File: src/hdl/clkctl_pkg.sv
// Package with register map, field layouts and timing constants of the clock control block.
package clkctl_pkg;

  // Register offsets are not multiples of four, so they are indices.
  localparam logic [7:0] IDX_MISC    = 8'h05;
  localparam logic [7:0] IDX_CLOCK   = 8'h06;
  localparam logic [7:0] IDX_RATIO   = 8'h07;
  localparam logic [7:0] IDX_RXSTAT  = 8'h08;
  localparam logic [7:0] IDX_FREEZE0 = 8'h0F;
  localparam logic [7:0] IDX_FREEZE1 = 8'h1B;

  localparam logic [7:0] MISC_RESET  = 8'h00;
  localparam logic [7:0] CLOCK_RESET = 8'h00;
  localparam logic [7:0] MISC_WMASK  = 8'hDF;

  // Field positions of the miscellaneous register.
  localparam int MISC_EXT_SCLK  = 7;
  localparam int MISC_TRISTATE  = 6;
  localparam int MISC_FREEZE    = 4;
  localparam int MISC_ROLLOFF   = 3;
  localparam int MISC_HP_HOLD   = 2;
  localparam int MISC_CODEC_MS  = 1;
  localparam int MISC_AUX_MS    = 0;

  // Field positions of the clock register.
  localparam int CLK_DIV_LSB    = 6;
  localparam int CLK_RANGE_LSB  = 4;
  localparam int CLK_FRAME_LOCK = 3;
  localparam int CLK_SRC_LSB    = 1;
  localparam int CLK_FORCED     = 0;

  localparam logic [1:0] RANGE_RESERVED = 2'h3;
  localparam logic [2:0] RXCLK_FORCED   = 3'h7;
  localparam logic [2:0] FMT_LAST_VALID = 3'h4;

  typedef enum logic [1:0] {SRC_PLL, SRC_EXT, SRC_HOLD, SRC_AUTO} src_sel_t;
  typedef enum logic [1:0] {DIV_1, DIV_2, DIV_4, MUL_2} div_sel_t;

  // Receiver data zero run that means silence.
  localparam int SILENCE_RUN = 1548;

  // Serial port clock dividers: bit clock half period in master clock enables, frame half period in bit clocks.
  localparam int BCLK_HALF   = 4;
  localparam int FRAME_BCLKS = 32;

  typedef struct packed {
    logic ext_sclk;
    logic tristate;
    logic freeze;
    logic rolloff;
    logic hp_hold;
    logic codec_master;
    logic aux_master;
  } misc_t;

  typedef struct packed {
    logic bit_clk;
    logic frame_clk;
  } port_clk_t;

endpackage : clkctl_pkg

File: src/hdl/codec_clock_and_misc_control.sv
// Clock selection, serial port timing and status registers of the audio codec.
`timescale 1ns/10ps
module codec_clock_and_misc_control #(
  parameter int SILENCE_RUN = clkctl_pkg::SILENCE_RUN
) (
  // APB slave
  input  wire logic        pclk,
  input  wire logic        presetn,
  input  wire logic        psel,
  input  wire logic        penable,
  input  wire logic        pwrite,
  input  wire logic [11:0] paddr,
  input  wire logic [31:0] pwdata,
  output logic      [31:0] prdata,
  output logic             pready,
  output logic             pslverr,
  // Clock recovery status from the receiver and PLL
  input  wire logic        pll_unlock,
  input  wire logic [7:0]  measured_ratio,
  input  wire logic [2:0]  measured_rx_clk,
  input  wire logic [2:0]  rx_format_code,
  input  wire logic        rx_sample_valid,
  input  wire logic        rx_sample_zero,
  input  wire logic        mclk_tick,
  input  wire logic        pll_mclk_x2_tick,
  // Serial port pins
  input  wire logic        codec_bit_clock_in,
  input  wire logic        codec_frame_clock_in,
  output logic             codec_bit_clock_out,
  output logic             codec_frame_clock_out,
  output logic             codec_port_oe,
  input  wire logic        aux_bit_clock_in,
  input  wire logic        aux_frame_clock_in,
  output logic             aux_bit_clock_out,
  output logic             aux_frame_clock_out,
  output logic             aux_port_oe,
  output logic             ext_adc_bit_clock,
  // Recovered clock pin
  output logic             recovered_clk_out,
  output logic             recovered_clk_oe,
  // Controls to the converter datapath
  output logic             use_ext_clock,
  output logic             pll_ref_is_frame,
  output logic             sample_rate_autodetect,
  output logic             interp_rolloff_select,
  output logic             highpass_hold,
  output logic             freeze_active,
  output logic             apply_pending,
  output logic [1:0]       ext_clock_range,
  output logic [1:0]       recovered_clk_divider
);

  ////////////////////////////////////////////////////////////////////////////
  // Register bus
  logic [7:0]  misc_r, misc_nxt;
  logic [7:0]  clock_r, clock_nxt;
  logic [7:0]  index;
  logic        wr_en;
  logic        rd_en;
  logic [7:0]  rx_status;
  logic [7:0]  ratio_view;
  logic        forced;

  assign index   = paddr[9:2];
  assign wr_en   = psel && penable && pwrite;
  assign rd_en   = psel && penable && !pwrite;
  assign pready  = 1'b1;
  assign forced  = clock_r[clkctl_pkg::CLK_FORCED];

  always_comb begin
    misc_nxt  = misc_r;
    clock_nxt = clock_r;
    if (wr_en && index == clkctl_pkg::IDX_MISC) begin
      misc_nxt = pwdata[7:0] & clkctl_pkg::MISC_WMASK;
    end
    if (wr_en && index == clkctl_pkg::IDX_CLOCK) begin
      clock_nxt = pwdata[7:0];
      // A reserved range code leaves the previous range in place.
      if (pwdata[clkctl_pkg::CLK_RANGE_LSB +: 2] == clkctl_pkg::RANGE_RESERVED) begin
        clock_nxt[clkctl_pkg::CLK_RANGE_LSB +: 2] =
          clock_r[clkctl_pkg::CLK_RANGE_LSB +: 2];
      end
    end
  end

  always_ff @(posedge pclk or negedge presetn) begin
    if (!presetn) begin
      misc_r  <= clkctl_pkg::MISC_RESET;
      clock_r <= clkctl_pkg::CLOCK_RESET;
    end else begin
      misc_r  <= misc_nxt;
      clock_r <= clock_nxt;
    end
  end

  // Addresses in the frozen range belong to other blocks; writes there answer OKAY
  // here so that the freeze sequence never sees a bus error, while reads get one.
  always_comb begin
    prdata  = 32'h0000_0000;
    pslverr = 1'b0;
    if (psel && penable) begin
      unique case (index)
        clkctl_pkg::IDX_MISC:   prdata = {24'h00_0000, misc_r};
        clkctl_pkg::IDX_CLOCK:  prdata = {24'h00_0000, clock_r};
        clkctl_pkg::IDX_RATIO:  prdata = {24'h00_0000, ratio_view};
        clkctl_pkg::IDX_RXSTAT: prdata = {24'h00_0000, rx_status};
        default: begin
          if (index < clkctl_pkg::IDX_FREEZE0 || index > clkctl_pkg::IDX_FREEZE1 || rd_en) begin
            pslverr = 1'b1;
          end
        end
      endcase
    end
  end

  ////////////////////////////////////////////////////////////////////////////
  // Plain settings
  assign interp_rolloff_select = misc_r[clkctl_pkg::MISC_ROLLOFF];
  assign highpass_hold         = misc_r[clkctl_pkg::MISC_HP_HOLD];
  assign ext_clock_range       = clock_r[clkctl_pkg::CLK_RANGE_LSB +: 2];
  assign recovered_clk_divider = clock_r[clkctl_pkg::CLK_DIV_LSB +: 2];
  assign pll_ref_is_frame      = clock_r[clkctl_pkg::CLK_FRAME_LOCK];
  assign sample_rate_autodetect = !forced;
  assign freeze_active         = misc_r[clkctl_pkg::MISC_FREEZE];
  // One pulse when freeze falls tells the datapath to apply all held writes.
  assign apply_pending = misc_r[clkctl_pkg::MISC_FREEZE] &&
                         !misc_nxt[clkctl_pkg::MISC_FREEZE];

  ////////////////////////////////////////////////////////////////////////////
  // Master clock source selection
  logic src_ext_r, src_ext_nxt;

  always_comb begin
    src_ext_nxt = src_ext_r;
    unique case (clkctl_pkg::src_sel_t'(clock_r[clkctl_pkg::CLK_SRC_LSB +: 2]))
      clkctl_pkg::SRC_PLL:  src_ext_nxt = 1'b0;
      clkctl_pkg::SRC_EXT:  src_ext_nxt = 1'b1;
      clkctl_pkg::SRC_HOLD: src_ext_nxt = src_ext_r;
      clkctl_pkg::SRC_AUTO: src_ext_nxt = pll_unlock;
    endcase
  end

  always_ff @(posedge pclk or negedge presetn) begin
    if (!presetn) begin
      src_ext_r <= 1'b0;
    end else begin
      src_ext_r <= src_ext_nxt;
    end
  end

  // With manual PLL and lost lock the external clock is passed on, unless
  // lock is forced, in which case the pin keeps following the PLL.
  assign use_ext_clock = src_ext_r || (pll_unlock && !forced);

  ////////////////////////////////////////////////////////////////////////////
  // Recovered clock output divider
  logic [2:0] rdiv_r, rdiv_nxt;
  logic       src_tick;
  logic       rclk_r, rclk_nxt;

  assign src_tick = (clkctl_pkg::div_sel_t'(recovered_clk_divider) == clkctl_pkg::MUL_2)
                    ? pll_mclk_x2_tick : mclk_tick;

  always_comb begin
    rdiv_nxt = rdiv_r;
    rclk_nxt = rclk_r;
    if (src_tick) begin
      rdiv_nxt = rdiv_r + 3'h1;
      unique case (clkctl_pkg::div_sel_t'(recovered_clk_divider))
        clkctl_pkg::DIV_1: rclk_nxt = !rclk_r;
        clkctl_pkg::MUL_2: rclk_nxt = !rclk_r;
        clkctl_pkg::DIV_2: rclk_nxt = rdiv_r[0] ? !rclk_r : rclk_r;
        clkctl_pkg::DIV_4: rclk_nxt = (rdiv_r[1:0] == 2'h3) ? !rclk_r : rclk_r;
      endcase
    end
  end

  always_ff @(posedge pclk or negedge presetn) begin
    if (!presetn) begin
      rdiv_r <= 3'h0;
      rclk_r <= 1'b0;
    end else begin
      rdiv_r <= rdiv_nxt;
      rclk_r <= rclk_nxt;
    end
  end

  assign recovered_clk_out = rclk_r;
  assign recovered_clk_oe  = !misc_r[clkctl_pkg::MISC_TRISTATE];

  ////////////////////////////////////////////////////////////////////////////
  // Serial port clock generators, one per port
  logic [1:0] port_master;
  clkctl_pkg::port_clk_t [1:0] port_out;
  clkctl_pkg::port_clk_t [1:0] port_in;

  assign port_master = {misc_r[clkctl_pkg::MISC_CODEC_MS], misc_r[clkctl_pkg::MISC_AUX_MS]};
  assign port_in[1]  = '{bit_clk: codec_bit_clock_in, frame_clk: codec_frame_clock_in};
  assign port_in[0]  = '{bit_clk: aux_bit_clock_in, frame_clk: aux_frame_clock_in};

  genvar p;
  generate
    for (p = 0; p < 2; p++) begin : g_port
      logic [2:0] bdiv_r, bdiv_nxt;
      logic [5:0] fdiv_r, fdiv_nxt;
      clkctl_pkg::port_clk_t clk_r, clk_nxt;

      always_comb begin
        bdiv_nxt = bdiv_r;
        fdiv_nxt = fdiv_r;
        clk_nxt  = clk_r;
        if (!port_master[p]) begin
          bdiv_nxt = 3'h0;
          fdiv_nxt = 6'h00;
          clk_nxt  = '0;
        end else if (mclk_tick) begin
          if (bdiv_r == 3'(clkctl_pkg::BCLK_HALF - 1)) begin
            bdiv_nxt = 3'h0;
            clk_nxt.bit_clk = !clk_r.bit_clk;
            if (clk_r.bit_clk) begin
              if (fdiv_r == 6'(clkctl_pkg::FRAME_BCLKS - 1)) begin
                fdiv_nxt = 6'h00;
                clk_nxt.frame_clk = !clk_r.frame_clk;
              end else begin
                fdiv_nxt = fdiv_r + 6'h01;
              end
            end
          end else begin
            bdiv_nxt = bdiv_r + 3'h1;
          end
        end
      end

      always_ff @(posedge pclk or negedge presetn) begin
        if (!presetn) begin
          bdiv_r <= 3'h0;
          fdiv_r <= 6'h00;
          clk_r  <= '0;
        end else begin
          bdiv_r <= bdiv_nxt;
          fdiv_r <= fdiv_nxt;
          clk_r  <= clk_nxt;
        end
      end

      assign port_out[p] = clk_r;
    end
  endgenerate

  assign codec_bit_clock_out   = port_out[1].bit_clk;
  assign codec_frame_clock_out = port_out[1].frame_clk;
  assign codec_port_oe         = port_master[1];
  assign aux_bit_clock_out     = port_out[0].bit_clk;
  assign aux_frame_clock_out   = port_out[0].frame_clk;
  assign aux_port_oe           = port_master[0];

  // In slave mode the port relies on the far side supplying its clocks.
  logic codec_bclk, aux_bclk;
  assign codec_bclk = port_master[1] ? port_out[1].bit_clk : port_in[1].bit_clk;
  assign aux_bclk   = port_master[0] ? port_out[0].bit_clk : port_in[0].bit_clk;
  assign ext_adc_bit_clock = misc_r[clkctl_pkg::MISC_EXT_SCLK] ? codec_bclk : aux_bclk;

  ////////////////////////////////////////////////////////////////////////////
  // Receiver status
  logic [10:0] zrun_r, zrun_nxt;
  logic        silence_r, silence_nxt;
  logic [2:0]  fmt_r, fmt_nxt;

  always_comb begin
    zrun_nxt    = zrun_r;
    silence_nxt = silence_r;
    fmt_nxt     = (rx_format_code > clkctl_pkg::FMT_LAST_VALID) ? fmt_r : rx_format_code;
    if (rx_sample_valid) begin
      if (!rx_sample_zero) begin
        zrun_nxt    = 11'h000;
        silence_nxt = 1'b0;
      end else if (zrun_r == 11'(SILENCE_RUN - 1)) begin
        silence_nxt = 1'b1;
      end else begin
        zrun_nxt = zrun_r + 11'h001;
      end
    end
  end

  always_ff @(posedge pclk or negedge presetn) begin
    if (!presetn) begin
      zrun_r    <= 11'h000;
      silence_r <= 1'b0;
      fmt_r     <= 3'h0;
    end else begin
      zrun_r    <= zrun_nxt;
      silence_r <= silence_nxt;
      fmt_r     <= fmt_nxt;
    end
  end

  // Forced lock leaves nothing to measure against, so the ratio reads zero.
  assign ratio_view = forced ? 8'h00 : measured_ratio;
  assign rx_status  = {silence_r, fmt_r, use_ext_clock,
                       forced ? clkctl_pkg::RXCLK_FORCED : measured_rx_clk};

endmodule : codec_clock_and_misc_control

File: config.mk
export PLATFORM = sky130hd
export DESIGN_NAME = codec_clock_and_misc_control
export DESIGN_NICKNAME = d
export VERILOG_FILES = /design/src/hdl/clkctl_pkg.sv /design/src/hdl/codec_clock_and_misc_control.sv
export SDC_FILE = /design/constraint.sdc
export NUM_CORES = 1
export LEC_CHECK = 0
export ABC_AREA = 1
export BUFFER_PORTS_ARGS = -buffer_cell sky130_fd_sc_hd__buf_2
export CAP_MARGIN = 30
export CORE_UTILIZATION = 55
export DETAILED_ROUTE_END_ITERATION = 6
export GPL_TIMING_DRIVEN = 0
export PLACE_DENSITY = 0.84
export SETUP_SLACK_MARGIN = 0.5
export SLEW_MARGIN = 10
export SYNTH_ARGS = -nofsm -noshare
export SYNTH_HDL_FRONTEND = slang
export SYNTH_SLANG_ARGS = --single-unit
export TNS_END_PERCENT = 50
File: constraint.sdc
create_clock -name pclk -period 3.67 [get_ports pclk]
set_clock_uncertainty 0.1 [all_clocks]
set_input_delay 0.1835 -clock pclk [delete_from_list [all_inputs] [get_ports pclk]]
set_output_delay 0.1835 -clock pclk [all_outputs]
set_load 0.05 [all_outputs]
==> run summary <==
GRT met2 Usage = 0.400
Min Clock Period, post-route = 2.06 ns
VDD IR-drop max = 305 uV
Total core area = 0.00639 mm^2
Worst r2r src = zrun_r[0]$_DFFE_PN0P_
Reg2Reg Setup Slack = 1.82 ns
Mapped Area = 0.00365 mm^2
Grt met3 use = 0.0356
Clk pin slew, worst setup/hold paths = 0.11 ns
GRT overflow = 0
Cell taking the most area after synthesis = dfrtp_1
Status = finished clean
Headroom to the max-slew limit = 0.528
Met1 GRT Util = 0.320
Cell variety after synth = 37
Number of CTS-inserted buffers = 5
Top-count cell post-synth = nand2_1
DR vias/cell = 5.16
Post-synth EDFFs = 0
Yosys reg bits = 56
Clock sinks = 56
Antenna diodes = 0
Largest net degree at the start of global routing = 32
Drt drc = 0
Clock Latency Late Sink = 0.32 ns
Most used DFF post-synth = dfrtp_1
Max Freq = 487 MHz
Top cells by count, synth = nand2_1, dfrtp_1, nand3_1
RSZ-0062 raised after global routing = false
Busiest grt layer = met2
CTS root buf = clkbuf_8
Nets = 677
First-pass DRT Iterations = 4
WS Path Type = reg2out
Initial Util = 0.572
Post-Layout Cell Count = 677
Yosys top cell area share = 0.384
Setup crit start kind = flop
Ys async rst share = 1.00
Overall routing resource usage = 0.240
Dpl hpwl = 6260 um
Setup TNS = 0 ns
Site Rows = 29
Reg-to-Reg End = zrun_r[1]$_DFFE_PN0P_
Worst-path fanout max = 10
Initial antenna violation count = 0
Seq/Total Area, Yosys = 0.384
Setup violations, final = 0
DR vias = 3491
Fillcell total = 549
Synth-to-layout area growth = 18.6%
LEAKAGE = 2.34 nW
HP Start = pwdata[2]
Setup crit end kind = output pin
Chip width = 83.5 um
CTS max path bufs = 2
Pwr dens = 296 mW/mm^2
Critical Path RT = 3.39 ns
Worst min path class = in2reg
Final Cycle Share = 0.560
Die H = 83.5 um
Reg2reg path depth = 9
Final WL = 8130 um
WP data arrival = 1.77 ns
ANT nets after route = 0
Final hold vios = 0
WHS Endpoint = clock_r[2]$_DFFE_PN0P_
Syn Area/Cell = 7.38 um^2
Syn Inst Count = 495
TritonCTS clock tree = yes
Post-CTS setup buffer count = 0
Wire per inst = 12.0 um
PortBufs = 69
Vias in the first global route = 3222
Max Slew Vio Count = 0
Area contributors post-synth = dfrtp_1, nand2_1, nand3_1
Final RePlAce weighted congestion = 0.896
Final Core Density = 0.678
Max-Cap Viols = 0
Worst Max-Slew Pin Slew = 0.708 ns
Initial DRC count = 178
# IOs = 126
Ys Warns = 0
Share of cells above drive strength 1 = 0.258
CTS H-tree lvls = 2
Post-Place Cells = 665
Global-route wire length before repair = 13900 um
Worst Hold Path Cells = 3
Post_cts resized = 0
Die area = 0.00697 mm^2
-- area by class of cell --
| class | instances | area, um^2 | share of cell area |
|---|---|---|---|
| inverter | 52 | 195 | 0.0451 |
| multi-input combinational | 368 | 1850 | 0.427 |
| tap | 77 | 96.3 | 0.0222 |
| buffer | 42 | 293 | 0.0676 |
| sequential | 56 | 1400 | 0.324 |
| timing repair buffer | 74 | 405 | 0.0936 |
| clock buffer | 5 | 68.8 | 0.0159 |
| clock inverter | 3 | 21.3 | 0.00491 |
-- critical path, cell delays in order (launching register included) --
cell	delay, ns
dfrtp_1	0.42
clkbuf_1	0.38
nand3_1	0.13
nand2_1	0.08
nor2_1	0.04
nor2_1	0.11
buf_2	0.28
-- sequential cells by signal, summed over array words and instances, names as in the netlist, 2 cells and up --
| name | cells |
|---|---|
| fmt_r | 3 |
| rdiv_r | 2 |
| g_port.bdiv_r | 6 |
| g_port.fdiv_r | 12 |
| zrun_r | 11 |
| clock_r | 8 |
| misc_r | 7 |
-- placed cells by master (no fill, tap or decap), types with 8 or more instances in the layout --
cell,n
a21oi_1,8
buf_2,78
buf_4,31
conb_1,25
dfrtp_1,56
inv_1,50
nand2_1,125
nand2_2,8
nand3_1,55
nand3b_1,10
nor2_1,45
o21ai_0,29
or2_2,8
-- kinds of logic after synthesis --
logic type / Yosys count / synth area share
simple gates: 274 / 0.350
buf+inv: 94 / 0.134
flops: 56 / 0.384
compound gates: 55 / 0.0898
fa+ha+maj: 6 / 0.0206
xor+xnor: 6 / 0.0144
other cells: 2 / 0.00206
mux: 2 / 0.00617
-- metal layers --
metal	vias up	share of wire
met5	-	0
met3	16	0.045
li1	1742	-
met1	1644	0.43
met2	89	0.50
met4	0	0.018
-- how the worst max path moves through the flow --
stage          cells after the start                  start           endpoint  slack [ns]
3_5_place_dp                       9               paddr[5]          prdata[7]        1.84
5_1_grt                            6  misc_r[0]$_DFFE_PN0P_          prdata[0]        1.44
6_report                           6  misc_r[0]$_DFFE_PN0P_          prdata[0]        1.61
4_1_cts                            6  misc_r[0]$_DFFE_PN0P_          prdata[0]        1.62
3_3_place_gp                       9               paddr[2]          prdata[7]        1.89
2_1_floorplan                      3  misc_r[0]$_DFFE_PN0P_  ext_adc_bit_clock        1.14
-- where the power goes --
part / total (mW) / switching [mW] / internal, mW
sequential: 0.668 / 0.0239 / 0.644
combinational: 0.267 / 0.181 / 0.0862
clock: 0.347 / 0.211 / 0.136
-- timing repair --
| action | 4_1_cts | 5_1_grt |
|---|---|---|
| hold buffers | 4 | 0 |
| endpoints found under the hold margin | 33 | 0 |
| endpoints found under the setup margin | 0 | 0 |
-- per-stage QoR --
stage	cell area, um^2	total power, mW	hold WS (ns)	setup WS [ns]
after floorplan	3740	0.870	-0.212	1.14
after global placement	4180	0.933	0.305	1.89
after detailed placement	4200	0.945	0.171	1.84
after CTS	4330	1.29	0.0107	1.62
after global routing	4330	1.34	0.00856	1.44
final	4330	1.28	0.0178	1.61
(Power assumes the default switching activity.)
